==> src/verilog/otal_pkg.sv <==
/*
 * Constants and carrier types for the overtemperature alert output logic.
 * Assumes a single 25 MHz clock and a plain register port on the same clock.
 */
package otal_pkg;

    // ------------------------------------------------------------------
    // Register map and widths
    // ------------------------------------------------------------------
    localparam int OTAL_AW = 3;
    localparam int OTAL_DW = 16;
    localparam logic [2:0] OTAL_ADDR_TEMP = 3'h0;
    localparam logic [2:0] OTAL_ADDR_CFG = 3'h1;
    localparam logic [2:0] OTAL_ADDR_HYST = 3'h2;
    localparam logic [2:0] OTAL_ADDR_LIMIT = 3'h3;
    localparam logic [2:0] OTAL_ADDR_STATUS = 3'h4;

    // ------------------------------------------------------------------
    // Configuration field positions and reset values
    // ------------------------------------------------------------------
    localparam int OTAL_CFG_SHUTDOWN = 0;
    localparam int OTAL_CFG_INT_MODE = 1;
    localparam int OTAL_CFG_POL_HIGH = 2;
    localparam int OTAL_CFG_QUEUE_LO = 3;
    localparam int OTAL_CFG_QUEUE_HI = 4;
    localparam int OTAL_CFG_SMB_MODE = 5;
    localparam logic [7:0] OTAL_CFG_RST = 8'h00;
    localparam logic [15:0] OTAL_LIMIT_RST = 16'h5000;
    localparam logic [15:0] OTAL_HYST_RST = 16'h4b00;
    localparam logic [15:0] OTAL_TEMP_RST = 16'h0000;
    localparam logic [2:0] OTAL_FAULT_RST = 3'h0;

    // ------------------------------------------------------------------
    // Carriers
    // ------------------------------------------------------------------
    typedef struct packed {
        logic valid;
        logic [15:0] temp;
    } otal_meas_t;

    typedef struct packed {
        logic wr;
        logic rd;
        logic [2:0] addr;
        logic [15:0] wdata;
    } otal_bus_req_t;

endpackage

==> src/verilog/otal_alert.sv <==
/*
 * Overtemperature alert output logic: limit registers, mode control,
 * consecutive-fault counting and the open-drain alert pin.
 * Assumes measurements arrive as one-cycle valid pulses on sys_clk and
 * that the register port obeys the one-cycle strobe protocol.
 */
// The register addresses and the plain strobed port are this design's own decisions.
// What this block does
// - Alert pin has overtemperature and bus-alert modes.
// - Overtemperature mode is selected after reset.
// - Comparator and interrupt sub-modes; comparator at reset.
// - Comparator: assert when temperature reaches limit.
// - Comparator: release only below hysteresis limit.
// - Shutdown leaves comparator alert state untouched.
// - Interrupt: assert after enough consecutive faults.
// - Interrupt: any register read clears alert.
// - After clear, reassert only on new fault.
// - Limits are signed two's complement values.
// - Overtemperature limit resets to +80 degrees.
`timescale 1ns/1ps
module otal_alert #(
    parameter int QUEUE_W = 2
) (
    input wire logic sys_clk,
    input wire logic sys_rst,
    input wire logic ce,
    input wire otal_pkg::otal_meas_t meas,
    input wire otal_pkg::otal_bus_req_t bus_req,
    output logic [otal_pkg::OTAL_DW-1:0] rdata,
    input wire logic overtemp_alert_output_i,
    output logic overtemp_alert_output_o,
    output logic overtemp_alert_output_oe
);
    import otal_pkg::*;

    // ------------------------------------------------------------------
    // State
    // ------------------------------------------------------------------
    logic [7:0] cfg_reg;
    logic [15:0] limit_reg;
    logic [15:0] hyst_reg;
    logic [15:0] temp_reg;
    logic [2:0] fault_reg;
    logic alert_reg;
    logic [15:0] rdata_reg;
    logic shutdown;
    logic latched_mode;
    logic pol_high;
    logic [2:0] required;
    logic take;
    logic hot;
    logic cool;
    logic trip;

    // Signed comparison used by both the trip and release checks.
    function automatic logic sgte(input logic [15:0] a, input logic [15:0] b);
        return $signed(a) >= $signed(b);
    endfunction

    // Decoded configuration and measurement qualifiers.
    assign shutdown = cfg_reg[OTAL_CFG_SHUTDOWN];
    assign latched_mode = cfg_reg[OTAL_CFG_INT_MODE] | cfg_reg[OTAL_CFG_SMB_MODE];
    assign pol_high = cfg_reg[OTAL_CFG_POL_HIGH];
    assign required = 3'({1'b0, cfg_reg[OTAL_CFG_QUEUE_LO +: QUEUE_W]}) + 3'h1;
    assign take = ce & meas.valid & ~shutdown;
    assign hot = sgte(meas.temp, limit_reg);
    assign cool = ~sgte(meas.temp, hyst_reg);
    assign trip = take & hot & (fault_reg + 3'h1 >= required);

    // ------------------------------------------------------------------
    // Register writes
    // ------------------------------------------------------------------
    // Software-written registers; reset selects comparator, overtemp mode.
    always_ff @(posedge sys_clk) begin
        if (sys_rst) begin
            cfg_reg <= OTAL_CFG_RST;
            limit_reg <= OTAL_LIMIT_RST;
            hyst_reg <= OTAL_HYST_RST;
        end else if (ce && bus_req.wr) begin
            unique case (bus_req.addr)
                OTAL_ADDR_CFG: cfg_reg <= bus_req.wdata[7:0];
                OTAL_ADDR_HYST: hyst_reg <= bus_req.wdata;
                OTAL_ADDR_LIMIT: limit_reg <= bus_req.wdata;
                default: ;
            endcase
        end
    end

    // Last accepted measurement.
    always_ff @(posedge sys_clk) begin
        if (sys_rst) begin
            temp_reg <= OTAL_TEMP_RST;
        end else if (take) begin
            temp_reg <= meas.temp;
        end
    end

    // ------------------------------------------------------------------
    // Fault counting and alert state
    // ------------------------------------------------------------------
    // Consecutive faults; any passing measurement restarts the count.
    always_ff @(posedge sys_clk) begin
        if (sys_rst) begin
            fault_reg <= OTAL_FAULT_RST;
        end else if (take) begin
            if (!hot) begin
                fault_reg <= OTAL_FAULT_RST;
            end else if (fault_reg < required) begin
                fault_reg <= fault_reg + 3'h1;
            end
        end
    end

    // Alert state; a new trip wins over a read clear in the same cycle.
    always_ff @(posedge sys_clk) begin
        if (sys_rst) begin
            alert_reg <= 1'b0;
        end else if (ce) begin
            if (!latched_mode) begin
                if (take && hot) begin
                    alert_reg <= 1'b1;
                end else if (take && cool) begin
                    alert_reg <= 1'b0;
                end
            end else if (trip) begin
                alert_reg <= 1'b1;
            end else if (bus_req.rd) begin
                alert_reg <= 1'b0;
            end
        end
    end

    // ------------------------------------------------------------------
    // Read port and pin
    // ------------------------------------------------------------------
    // Read data stand in the cycle after the strobe; unmapped reads zero.
    always_ff @(posedge sys_clk) begin
        if (sys_rst) begin
            rdata_reg <= 16'h0000;
        end else if (ce) begin
            rdata_reg <= 16'h0000;
            if (bus_req.rd) begin
                unique case (bus_req.addr)
                    OTAL_ADDR_TEMP: rdata_reg <= temp_reg;
                    OTAL_ADDR_CFG: rdata_reg <= {8'h00, cfg_reg};
                    OTAL_ADDR_HYST: rdata_reg <= hyst_reg;
                    OTAL_ADDR_LIMIT: rdata_reg <= limit_reg;
                    OTAL_ADDR_STATUS: rdata_reg <= {11'h000, fault_reg,
                        overtemp_alert_output_i, alert_reg};
                    default: rdata_reg <= 16'h0000;
                endcase
            end
        end
    end
    assign rdata = rdata_reg;

    // Open-drain pin: pulled low while alert_reg differs from pol_high.
    assign overtemp_alert_output_o = 1'b0;
    assign overtemp_alert_output_oe = alert_reg ^ pol_high;
endmodule

==> config.mk <==
export PLATFORM = sky130hd
export DESIGN_NAME = otal_alert
export DESIGN_NICKNAME = d
export VERILOG_FILES = /design/src/verilog/otal_pkg.sv /design/src/verilog/otal_alert.sv
export SDC_FILE = /design/constraint.sdc
export NUM_CORES = 1
export LEC_CHECK = 0
export BUFFER_PORTS_ARGS = -buffer_cell sky130_fd_sc_hd__buf_2
export CAP_MARGIN = 25
export CORE_MARGIN = 2
export CORE_UTILIZATION = 40
export CTS_CLUSTER_SIZE = 16
export DETAILED_ROUTE_END_ITERATION = 12
export GPL_ROUTABILITY_DRIVEN = 0
export GPL_TIMING_DRIVEN = 0
export SLEW_MARGIN = 20
export SYNTH_ARGS = -nofsm -noshare
export SYNTH_HDL_FRONTEND = slang
export SYNTH_SLANG_ARGS = --single-unit
export TNS_END_PERCENT = 100
==> constraint.sdc <==
create_clock -name sys_clk -period 2 [get_ports sys_clk]
set_clock_uncertainty 0.2 [all_clocks]
set_input_delay 0.1 -clock sys_clk [delete_from_list [all_inputs] [get_ports sys_clk]]
set_output_delay 0.1 -clock sys_clk [all_outputs]
set_load 0.01 [all_outputs]
# Yosys cells after proc, flatten, opt, wreduce, memory -nomap -nowiden
# Cells that the tools add are included.
[word_totals]
word_cells = 46
regBits = 76
out_inout_bits = 18
[classes]
n_eq_ne = 6
reduce_logical = 10
bitwise = 8
order_cmp = 4
mux = 9
n_addsub = 2
[op_table]
columns = ["op", "count"]
rows = [
  ["$pmux W16 S5", 1],
  ["$ge A16 B16 Y1", 2],
  ["$mux W16", 1],
  ["$reduce_and A2 Y1", 4],
  ["$eq A3 B2 Y1 const B", 2],
  ["$mux W3", 2],
  ["$mux W1", 5],
  ["$and A1 B1 Y1", 4],
  ["$add A2 B1 Y3 const B", 1],
  ["$add A3 B1 Y3 const B", 1],
  ["$eq A3 B1 Y1 const B", 1],
  ["$eq A3 B3 Y1 const B", 1],
  ["$ge A3 B3 Y1", 1],
  ["$logic_and A1 B1 Y1", 3],
  ["$logic_not A3 Y1", 1],
  ["$lt A3 B3 Y1", 1],
  ["$ne A3 B2 Y1 const B", 1],
  ["$reduce_and A3 Y1", 1],
  ["$reduce_bool A3 Y1", 1],
  ["$ne A2 B1 Y1 const B", 1],
  ["$not A1 Y1", 2],
  ["$or A1 B1 Y1", 1],
  ["$xor A1 B1 Y1", 1],
]

# Depth between registers and ports, before layout
# Gate-level depths: netlist of run 1.
[depth]
ltp_word = 6
depth_mapped = 9
mapped_depth_nobuf = 9

# Worst setup path before layout of run 1
# Ideal clock, no wire load.
[synth_timing]
path_kind = "reg-to-reg"
from = "register limit_reg[15]"
to = "register fault_reg[0]"
path_stages_with_launch = 9
period_less_slack_ns = 2.083
arrival_time_ns = 1.761
slack_ns = -0.083
required_time_ns = 1.679
setup_ns = 0.121
path_cell_list = "dfxtp_1 inv_1 ha_1 nand4_1 or2_0 a211o_1 a31o_1 a21oi_2 o22ai_1"
[synth_via]
elab_chain_cells = 3
[synth_rtl]
columns = ["element", "line_no", "text"]
rows = [
  ["start, declared", "otal_alert.sv:40", "logic [15:0] limit_reg;"],
  ["start signal, assigned", "otal_alert.sv:83", "OTAL_ADDR_LIMIT: limit_reg <= bus_req.wdata;"],
  ["$ge A16 B16 Y1 (*)", "otal_alert.sv:57", "return $signed(a) >= $signed(b);"],
  ["$ne A2 B1 Y1 (no line)", "-", ""],
  ["$reduce_and A2 Y1 (no line)", "-", ""],
  ["end signal, assigned", "otal_alert.sv:109", "fault_reg <= fault_reg + 3'h1;"],
  ["end, declared", "otal_alert.sv:43", "logic [2:0] fault_reg;"],
]
# Every way passes the cells marked *; elsewhere a longest branch is shown, timed or not.
# A chain may end at the register's enable or synchronous reset.

# Worst setup path in the final report of run 1
[layout_timing]
from = "register limit_reg[8]"
to = "register fault_reg[0]"
# Same word-level chain as after synthesis.

==> results of run 1 <==
[through the flow]
stage | util | total power [mW] | hold slack [ns] | instance area (um^2)
after CTS | 0.517 | 3.20 | 0.00748 | 5290
final | 0.527 | 3.21 | 0.00765 | 5390
after global placement | 0.451 | 2.00 | 0.129 | 4620
after global routing | 0.527 | 3.33 | 0.0315 | 5390
after detailed placement | 0.451 | 2.01 | 0.128 | 4620
after floorplan | - | 1.84 | 0.0211 | 4170
[cell usage after synthesis, drive strengths merged]
library cell / count
a21boi: 1
clkinv: 1
inv: 41
mux2: 1
a21o: 3
a2111oi: 1
nor2: 41
or2: 2
a31o: 1
nor2b: 6
nand3: 5
nand2b: 2
nand4b: 1
nand3b: 10
ha: 40
conb: 1
nor3b: 3
buf: 10
dfxtp: 76
a22oi: 26
a211o: 1
o22ai: 7
xor2: 2
a21oi: 64
mux4: 3
o21ai: 19
mux2i: 9
a31oi: 2
nand2: 114
a211oi: 3
o211ai: 3
nor4: 4
clkbuf: 19
or3: 1
nand4: 11
[tightest hold or removal path, delay by kind of cell]
family	cells	cell delay, ns
AND/OR/NAND/NOR	2	0.28
buffers and inverters	1	0.11
AO/OA/AOI/OAI	1	0.05
[area by class of cell]
| cell class | count | share of cell area |
|---|---|---|
| Inverter | 42 | 0.0293 |
| Clock buffer | 9 | 0.0230 |
| Tap cell | 136 | 0.0316 |
| Clock inverter | 7 | 0.0109 |
| Multi-Input combinational cell | 387 | 0.469 |
| Buffer | 29 | 0.0237 |
| Sequential cell | 76 | 0.286 |
| Timing Repair Buffer | 98 | 0.127 |
[per-layer routing]
| layer | share of wire | wire length, um | up-vias |
|---|---|---|---|
| met1 | 0.43 | 5650 | 1951 |
| li1 | - | - | 2060 |
| met5 | 0 | 0 | - |
| met3 | 0.047 | 613 | 28 |
| met4 | 0.027 | 354 | 0 |
| met2 | 0.50 | 6560 | 111 |
[worst max path at each step]
stage | startpoint | slack, ns | cells after the start | end
floorplan | limit_reg[11]$_SDFFE_PP0P_ | 0.002 | 8 | fault_reg[0]$_SDFFE_PP0P_
global placement | limit_reg[9]$_SDFFE_PP0P_ | -0.31 | 8 | fault_reg[1]$_SDFFE_PP0P_
detailed placement | limit_reg[11]$_SDFFE_PP0P_ | -0.33 | 8 | fault_reg[0]$_SDFFE_PP0P_
CTS | limit_reg[9]$_SDFFE_PP0P_ | -0.19 | 8 | fault_reg[0]$_SDFFE_PP0P_
global route | hyst_reg[1]$_SDFFE_PP0P_ | -0.25 | 8 | alert_reg$_SDFFE_PP0P_
finish | limit_reg[8]$_SDFFE_PP0P_ | -0.20 | 8 | fault_reg[0]$_SDFFE_PP0P_
[cells by family (layout without fill, tap and decap cells)]
group,Yosys count,in the layout,synth area share
DFF,76,76,0.366
adders and majority gates,40,40,0.120
and+or+nand+nor,200,200,0.214
other,1,1,0.000902
buffers and inverters,71,185,0.0683
xor gates and xnor gates,2,2,0.00421
AOI/OAI and AO/OA,131,131,0.186
muxes,13,13,0.0406
[power by group through the flow]
stage	Sequential [mW]	Combinational, mW	Clock [mW]
3_3_place_gp	1.60	0.397	0
5_1_grt	1.57	0.551	1.20
2_1_floorplan	1.60	0.243	0
6_report	1.57	0.500	1.14
3_5_place_dp	1.60	0.409	0
4_1_cts	1.57	0.482	1.15
[what timing repair did]
action / in CTS / in global routing
hold endpoints to repair: 57 / 0
gates resized for setup: 29 / 14
buffers inserted: 6 / 3
endpoints found under the setup margin: 4 / 13
hold buffers: 34 / 0
pin swaps: 18 / 12
==> summary.txt, run 1 <==
Route
  – Iteration-0 DRC Markers: 194
  – First-pass DRT Iterations: 4
  – Drt wl/cell: 16.8 um
  – DRT antenna net count: 0
  – # DRC: 0
  – Drt via density: 5.29
  – Vias: 4,150
  – Routed WL: 13,200 um

Power
  – Net Sw Power: 0.984 mW
  – Cell internal pwr: 2.22 mW
  – Net switching fraction of the power: 0.307
  – Leak: 2.12 nW
  – Pwr Density: 595 nW/um^2
  – Sequential share of power: 0.489
  – Combinational share of power: 0.156
  – Maximum VDD drop: 0.264 mV
  – Clock share of power: 0.355

Critical path
  – Reg2Reg Launch Point: limit_reg[8]$_SDFFE_PP0P_
  – Reg2reg end: fault_reg[0]$_SDFFE_PP0P_
  – Critical Path, Cell by Cell: inv_2 > ha_4 > nand4_1 > or2_1 > a211o_1 > a31o_4 > a21oi_4 > o22ai_1
  – Critical path launch point type: register
  – Crit path DAT: 2.26 ns
  – Critical path fanouts, max: 4
  – Buf/Inv on CP: 1
  – WS Path Type: register to register
  – Crit. End Element: register
  – Worst path slowest cell: dfxtp_2
  – Worst EP required: 2.06 ns
  – Worst path top cell family by delay: compound AO/OA/AOI/OAI gates
  – Worst R2R Path Depth: 8
  – Largest stage delay, worst path: 0.35 ns
  – Worst R2R Setup Slack: -0.20 ns

Final layout
  – Filler Cells Inserted: 995
  – Leading cell type in the layout, fill and taps excluded: nand2_1
  – Most frequent cells in the layout: 113 x nand2_1, 63 x buf_2, 63 x dfxtp_1
  – Nets: 725
  – Non-Filler Instances: 784
  – Multi-input logic area: 2530 um^2
  – Storage cell area: 1540 um^2
  – Layout cell share with drive strength beyond 1: 0.210
  – Layout area overhead: 29.5%
  – N_diodes: 0

Floorplanning
  – Io pins: 60
  – Initial Utilization: 0.407
  – DIE AREA: 11,200 um^2
  – Core region area: 10,200 um^2
  – Chip height: 106 um
  – Die X: 106 um
  – Core Rows: 37

Placed design
  – Placed Cells: 725
  – IO buf count: 55
  – Hpwl dp: 9670 um
  – Worst slack, placed: -0.333 ns

Yosys
  – Post-synthesis register bit count: 76
  – Synth warnings: 0
  – Top post-synthesis cells by area: dfxtp_1 37%, ha_1 12%, nand2_1 10%
  – Sequential share of the synthesized area: 0.366
  – Yosys top cell by area: dfxtp_1
  – Cell area after synthesis: 4160 um^2
  – Synth cell types: 42
  – Net Count, Synth: 616
  – Cells after synthesis: 534
  – Synth top area share: 0.366
  – Syn_area_per_cell: 7.79 um^2

Global routing
  – Total GRT Usage: 0.237
  – Met1 usage: 0.286
  – Met3 usage: 0.0484
  – Global route overflow: 0
  – First-pass GRT wire length: 20,400 um
  – Largest net degree at the start of global routing: 16
  – Initial antenna violation count: 0
  – GR Util met2: 0.417
  – Vias in the first global route: 3,943
  – Most Crowded Layer GR: met2

Clock network
  – Clk buf depth: 2
  – CTS clk-pin slew, worst paths: 0.10 ns
  – H-tree levels: 3
  – Clock latency on the worst-skew pair: 0.37 ns
  – CTS root buffer: clkbuf_8
  – TritonCTS Buffers: 9
  – CTS tree: yes
  – Clk sinks: 76

Run
  – Max_cap viols: 0

STA
  – Setup violators final: 4
  – RSZ-0062 raised after global routing: yes
  – Max Fclk: 455 MHz
  – Relative slew slack: 0.513
  – Worst Slack Setup Final: -0.197 ns
  – Tcrit/Tclk final: 1.10
  – Fin. Hold Viols: 0
  – Setup_tns: -0.731 ns
  – Tightest Pin Transition: 0.731 ns
  – Tmin final: 2.20 ns
  – Final Max Tran Viols: 0

Min path
  – Hold Path End: temp_reg[3]$_SDFFE_PP0P_
  – Hold Crit Depth: 4
  – Worst hold path type: input port to register
  – Hold Startpoint: meas[16]

Outcome
  – Status: finished with violations
  – Failing checks: negative setup slack
(Power assumes the default switching activity.)
==> run 2: changes to the inputs <==
- CORE_MARGIN: 2 -> default
- RECOVER_POWER: default -> 100
- TNS_END_PERCENT: 100 -> default
==> run 2 against run 1 <==
  * The flow still finishes with violations (negative setup slack)
  * Global-route usage is 1.7 points higher
  * Power increased by 2.4%
  * Non-clock buffer count is 3 lower
  * Cell area shrank 0.88%
  * Combinational power is 2% lower
  * Critical path depth unchanged
  * Register-to-register slack hardly changed
  * Via count decreased by 0.58%
==> summary.txt, run 2 (synthesis gave the netlist of run 1 again) <==
Outcome
  – Status: finished with violations (unchanged)
  – Failing checks: negative setup slack (unchanged)

Final layout
  – Layout area overhead: 28.4% (was 29.5%)
  – Filler Cells Inserted: 999 (was 995)
  – Multi-input logic area: 2510 um^2 (was 2530 um^2)
  – N_diodes: 0 (unchanged)
  – Non-Filler Instances: 778 (was 784)
  – Most frequent cells in the layout: 114 x nand2_1, 63 x a21oi_1, 59 x dfxtp_1 (was 113 x nand2_1, 63 x buf_2, 63 x dfxtp_1)
  – Leading cell type in the layout, fill and taps excluded: nand2_1 (unchanged)
  – Final Instance Area: 5340 um^2 (was 5390 um^2)
  – Nets: 722 (was 725)
  – Storage cell area: 1540 um^2 (about the same)
  – Layout cell share with drive strength beyond 1: 0.177 (was 0.210)

Clock network
  – Clk sinks: 76 (unchanged)
  – CTS root buffer: clkbuf_8 (unchanged)
  – CTS clk-pin slew, worst paths: 0.09 ns (was 0.10 ns)
  – Clk buf depth: 2 (unchanged)
  – CTS tree: yes (unchanged)
  – TritonCTS Buffers: 9 (unchanged)
  – Clock latency on the worst-skew pair: 0.37 ns (about the same)
  – H-tree levels: 3 (unchanged)

Run
  – Max_cap viols: 0 (unchanged)

Power
  – Maximum VDD drop: 0.376 mV (was 0.264 mV)
  – Leak: 2.03 nW (was 2.12 nW)
  – Overall power: 3.29 mW (was 3.21 mW)
  – Pwr Density: 615 nW/um^2 (was 595 nW/um^2)

Route
  – Vias: 4,126 (was 4,150)
  – First-pass DRT Iterations: 5 (was 4)
  – Drt via density: 5.30 (was 5.29)
  – Iteration-0 DRC Markers: 215 (was 194)
  – # DRC: 0 (unchanged)
  – Routed WL: 13,200 um (about the same)
  – Drt wl/cell: 17.0 um (was 16.8 um)
  – DRT antenna net count: 0 (unchanged)

STA
  – Worst Slack Setup Final: -0.208 ns (was -0.197 ns)
  – Final Max Tran Viols: 0 (unchanged)
  – Relative slew slack: 0.535 (was 0.513)
  – Max Fclk: 453 MHz (was 455 MHz)
  – Tcrit/Tclk final: 1.10 (about the same)
  – Tmin final: 2.21 ns (was 2.20 ns)
  – Setup violators final: 4 (unchanged)
  – RSZ-0062 raised after global routing: yes (unchanged)
  – Fin. Hold Viols: 0 (unchanged)
  – Tightest Pin Transition: 0.698 ns (was 0.731 ns)
  – Setup_tns: -0.767 ns (was -0.731 ns)

Floorplanning
  – Chip height: 104 um (was 106 um)
  – Core region area: 9910 um^2 (was 10,200 um^2)
  – Die X: 104 um (was 106 um)
  – DIE AREA: 10,800 um^2 (was 11,200 um^2)
  – Core Rows: 36 (was 37)
  – Io pins: 60 (unchanged)
  – Initial Utilization: 0.420 (was 0.407)

Global routing
  – First-pass GRT wire length: 21,300 um (was 20,400 um)
  – Global route overflow: 0 (unchanged)
  – Initial antenna violation count: 0 (unchanged)
  – Largest net degree at the start of global routing: 15 (was 16)
  – Total GRT Usage: 0.254 (was 0.237)
  – Vias in the first global route: 4,151 (was 3,943)

Placed design
  – Worst slack, placed: -0.379 ns (was -0.333 ns)
  – IO buf count: 55 (unchanged)
  – Hpwl dp: 9560 um (was 9670 um)
  – Post-DP Area: 4610 um^2 (was 4620 um^2)
  – Placed Cells: 722 (was 725)

Critical path
  – Critical path fanouts, max: 4 (unchanged)
  – WS Path Type: register to register (unchanged)
  – Crit path DAT: 2.27 ns (was 2.26 ns)
  – Worst EP required: 2.06 ns (about the same)
  – Crit. End Element: register (unchanged)
  – Critical path launch point type: register (unchanged)

Min path
  – Worst hold path type: input port to register (unchanged)
-- run 2: cell types whose count changed in the layout (fill, tap and decap cells not counted), sizes merged --
cell,previous run,this run
clkbuf,28,51
dlygate4sd3,34,33
bufinv,0,1
buf,74,49
inv,43,42
-- run 2: path summary, 6_finish.rpt --
check,from,endpoint,slack [ns],depth (start not counted)
worst min register to register,hyst_reg[10]$_SDFFE_PP0P_,hyst_reg[10]$_SDFFE_PP0P_,0.26,2
worst min-delay path,ce,alert_reg$_SDFFE_PP0P_,0.007,4
worst max-delay path,limit_reg[9]$_SDFFE_PP0P_,fault_reg[0]$_SDFFE_PP0P_,-0.21,8
worst max register to register,limit_reg[9]$_SDFFE_PP0P_,fault_reg[0]$_SDFFE_PP0P_,-0.21,8
-- run 2: power breakdown --
group	switching, mW	internal (mW)	leakage [nW]
registers	0.0239	1.55	0.619
logic	0.283	0.208	1.31
clock network	0.643	0.582	0.0958
total	0.950	2.34	2.03
-- run 2: routing by layer --
metal	up-vias	wire length (um)	global-route usage
met4	0	336	0.108
met5	-	0	0
met2	119	6460	0.442
met1	1941	5810	0.306
met3	25	631	0.0439
li1	2041	-	-
-- run 2: worst max-delay path: stages, from the launching register on --
cell	delay, ns
dfxtp_2	0.35
inv_2	0.05
ha_4	0.26
nand4_1	0.17
or2_1	0.30
a211o_1	0.26
a31o_4	0.27
a21oi_4	0.16
o22ai_1	0.09
-- run 2: repair_timing --
item / 4_1_cts / 5_1_grt
endpoints found under the setup margin: 4 / 13
cloned: 0 / 0
setup buffers: 6 / 1
endpoints found under the hold margin: 57 / 0
pin swaps: 16 / 13
gates resized for setup: 27 / 16
hold buffers: 33 / 0
-- run 2: stage by stage --
step | hold WS, ns | utilization
2_1_floorplan | 0.0211 | -
6_report | 0.00692 | 0.539
3_5_place_dp | 0.131 | 0.466
5_1_grt | 0.0286 | 0.539
3_3_place_gp | 0.129 | 0.466
4_1_cts | 0.00832 | 0.533
-- run 2: area by class of cell --
class / instances / share of cell area
buffer: 29 / 0.0237
clock buffer: 9 / 0.0232
clock inverter: 7 / 0.0143
inverter: 42 / 0.0295
multi-input combinational: 387 / 0.470
sequential: 76 / 0.289
tap: 133 / 0.0312
timing repair buffer: 95 / 0.119
==> run 3: changes to the inputs <==
- CORE_UTILIZATION: 40 -> 50
- PLACE_DENSITY: default -> 0.74
==> run 3 against run 2 <==
  * The flow still finishes with violations (negative setup slack)
  * First-iteration DRC count is 87% higher
  * Register-to-register slack barely moved
  * Clock power is 7% higher
  * Count of clock-buffer cells in the layout is 1 higher
  * Non-clock buffer count is 3 higher
  * Sequential share of layout area about the same
  * Critical path depth stayed put
  * Largest cell class unchanged
  * Largest power group unchanged
  * Highest routed layer unchanged
==> summary.txt, run 3 (synthesis gave the netlist of run 1 again) <==
Outcome
  – Status: finished with violations (unchanged)
  – Failing checks: negative setup slack (unchanged)

Final layout
  – N_diodes: 0 (unchanged)
  – Final Instance Area: 5310 um^2 (was 5340 um^2)
  – Final Util: 0.673 (was 0.539)
  – Nets: 725 (was 722)
  – Layout area overhead: 27.7% (was 28.4%)
  – Multi-input logic area: 2500 um^2 (was 2510 um^2)
  – Storage cell area: 1540 um^2 (about the same)
  – Most frequent cells in the layout: 113 x nand2_1, 64 x dfxtp_1, 62 x a21oi_1 (was 114 x nand2_1, 63 x a21oi_1, 59 x dfxtp_1)
  – Leading cell type in the layout, fill and taps excluded: nand2_1 (unchanged)
  – Filler Cells Inserted: 646 (was 999)
  – Layout cell share with drive strength beyond 1: 0.170 (was 0.177)

Critical path
  – Critical Path, Cell by Cell: inv_2 > ha_4 > nand4_1 > or2_1 > a211o_1 > a31o_4 > a31oi_1 > o21ai_1 (was inv_2 > ha_4 > nand4_1 > or2_1 > a211o_1 > a31o_4 > a21oi_4 > o22ai_1)
  – Worst path slowest cell: dfxtp_2 (unchanged)
  – WS Path Type: register to register (unchanged)
  – Worst EP required: 2.04 ns (was 2.06 ns)
  – Crit path DAT: 2.24 ns (was 2.27 ns)
  – Buf/Inv on CP: 1 (unchanged)
  – Crit. End Element: register (unchanged)
  – Largest stage delay, worst path: 0.36 ns (was 0.35 ns)
  – Critical path fanouts, max: 4 (unchanged)
  – Worst path top cell family by delay: compound AO/OA/AOI/OAI gates (unchanged)
  – Critical path launch point type: register (unchanged)

STA
  – Tightest Pin Transition: 0.948 ns (was 0.698 ns)
  – RSZ-0062 raised after global routing: yes (unchanged)
  – Setup_tns: -0.807 ns (was -0.767 ns)
  – Tmin final: 2.20 ns (was 2.21 ns)
  – Fin. Hold Viols: 0 (unchanged)
  – Setup violators final: 12 (was 4)
  – Worst Slack Setup Final: -0.199 ns (was -0.208 ns)
  – Tcrit/Tclk final: 1.10 (about the same)
  – Max Fclk: 455 MHz (was 453 MHz)
  – Final Max Tran Viols: 0 (unchanged)
  – Relative slew slack: 0.365 (was 0.535)
  – Hold slack: 0.0240 ns (was 0.00692 ns)

Clock network
  – Clk buf depth: 2 (unchanged)
  – CTS clk-pin slew, worst paths: 0.09 ns (about the same)
  – H-tree levels: 3 (unchanged)
  – Clock latency on the worst-skew pair: 0.36 ns (was 0.37 ns)
  – CTS tree: yes (unchanged)
  – TritonCTS Buffers: 9 (unchanged)
  – CTS root buffer: clkbuf_8 (unchanged)
  – Clk sinks: 76 (unchanged)

Route
  – Drt wl/cell: 16.5 um (was 17.0 um)
  – # DRC: 0 (unchanged)
  – First-pass DRT Iterations: 5 (unchanged)
  – Vias: 4,294 (was 4,126)
  – DRT antenna net count: 0 (unchanged)
  – Iteration-0 DRC Markers: 402 (was 215)
  – Routed WL: 12,400 um (was 13,200 um)
  – Drt via density: 5.73 (was 5.30)

Placed design
  – IO buf count: 55 (unchanged)
  – Hpwl dp: 8880 um (was 9560 um)
  – Post-DP Area: 4570 um^2 (was 4610 um^2)

Floorplanning
  – Core Rows: 32 (was 36)
  – Io pins: 60 (unchanged)
  – DIE AREA: 8690 um^2 (was 10,800 um^2)
  – Initial Utilization: 0.527 (was 0.420)
  – Core region area: 7890 um^2 (was 9910 um^2)
  – Die X: 93.2 um (was 104 um)
  – Chip height: 93.2 um (was 104 um)

Global routing
  – Initial antenna violation count: 0 (unchanged)
  – Vias in the first global route: 4,077 (was 4,151)
  – First-pass GRT wire length: 19,500 um (was 21,300 um)
  – Largest net degree at the start of global routing: 14 (was 15)
  – Total GRT Usage: 0.293 (was 0.254)
  – Global route overflow: 0 (unchanged)

Power
  – Maximum VDD drop: 0.652 mV (was 0.376 mV)
  – Overall power: 3.36 mW (was 3.29 mW)
  – Leak: 2.05 nW (was 2.03 nW)
  – Pwr Density: 633 nW/um^2 (was 615 nW/um^2)

Min path
  – Worst hold path type: input port to register (unchanged)

Run
  – Max_cap viols: 0 (unchanged)
## run 3: changes by cell type in the layout (fill, tap and decap cells not counted), sizes merged
cell	before	now
buf	49	51
bufinv	1	2
clkbuf	51	53
clkinvlp	2	0
## run 3: layout make-up
class,count,area share
well taps,102,0.0240
multi-input cells,387,0.470
plain buffers,29,0.0229
repair buffers,98,0.124
inverters,42,0.0297
clock buffers,10,0.0240
clock inverters,6,0.0165
flip-flops and latches,76,0.289
## run 3: repair_timing
action                                  CTS  global route
hold buffers                             33             0
pin swaps                                13            17
resized for setup                        19            21
buffers inserted                          8             2
endpoints found under the setup margin    4             5
hold endpoints to repair                 57             0
## run 3: per-layer routing
layer / wire length (um) / global-route usage / vias to the layer above / share of wire
met1: 5460 / 0.377 / 1982 / 0.44
met4: 429 / 0.131 / 0 / 0.035
met5: 0 / 0 / - / 0
met3: 960 / 0.0618 / 42 / 0.078
met2: 5530 / 0.472 / 217 / 0.45
li1: - / - / 2053 / -
## run 3: worst paths after layout
| check | depth (start not counted) | endpoint | slack (ns) | start |
|---|---|---|---|---|
| max | 8 | alert_reg$_SDFFE_PP0P_ | -0.20 | limit_reg[10]$_SDFFE_PP0P_ |
| min | 4 | temp_reg[1]$_SDFFE_PP0P_ | 0.02 | meas[16] |
| max reg2reg | 8 | alert_reg$_SDFFE_PP0P_ | -0.20 | limit_reg[10]$_SDFFE_PP0P_ |
| min reg2reg | 2 | temp_reg[3]$_SDFFE_PP0P_ | 0.26 | temp_reg[3]$_SDFFE_PP0P_ |
## run 3: report_power, final
group	switching (mW)	leakage (nW)	total, mW	internal [mW]
clock network	0.601	0.111	1.31	0.706
logic	0.275	1.32	0.484	0.209
registers	0.0257	0.620	1.57	1.55
## run 3: stage by stage
step	std cells	setup slack [ns]
6_report	750	-0.199
5_1_grt	750	-0.247
4_1_cts	748	-0.138
3_5_place_dp	691	-0.261
3_3_place_gp	691	-0.227
2_1_floorplan	534	0.00190
## run 3: worst min-delay path, stage by stage
cell and delay (ns):
buf_2 0.10, nor3b_2 0.20, nand2_1 0.08, a21oi_1 0.05
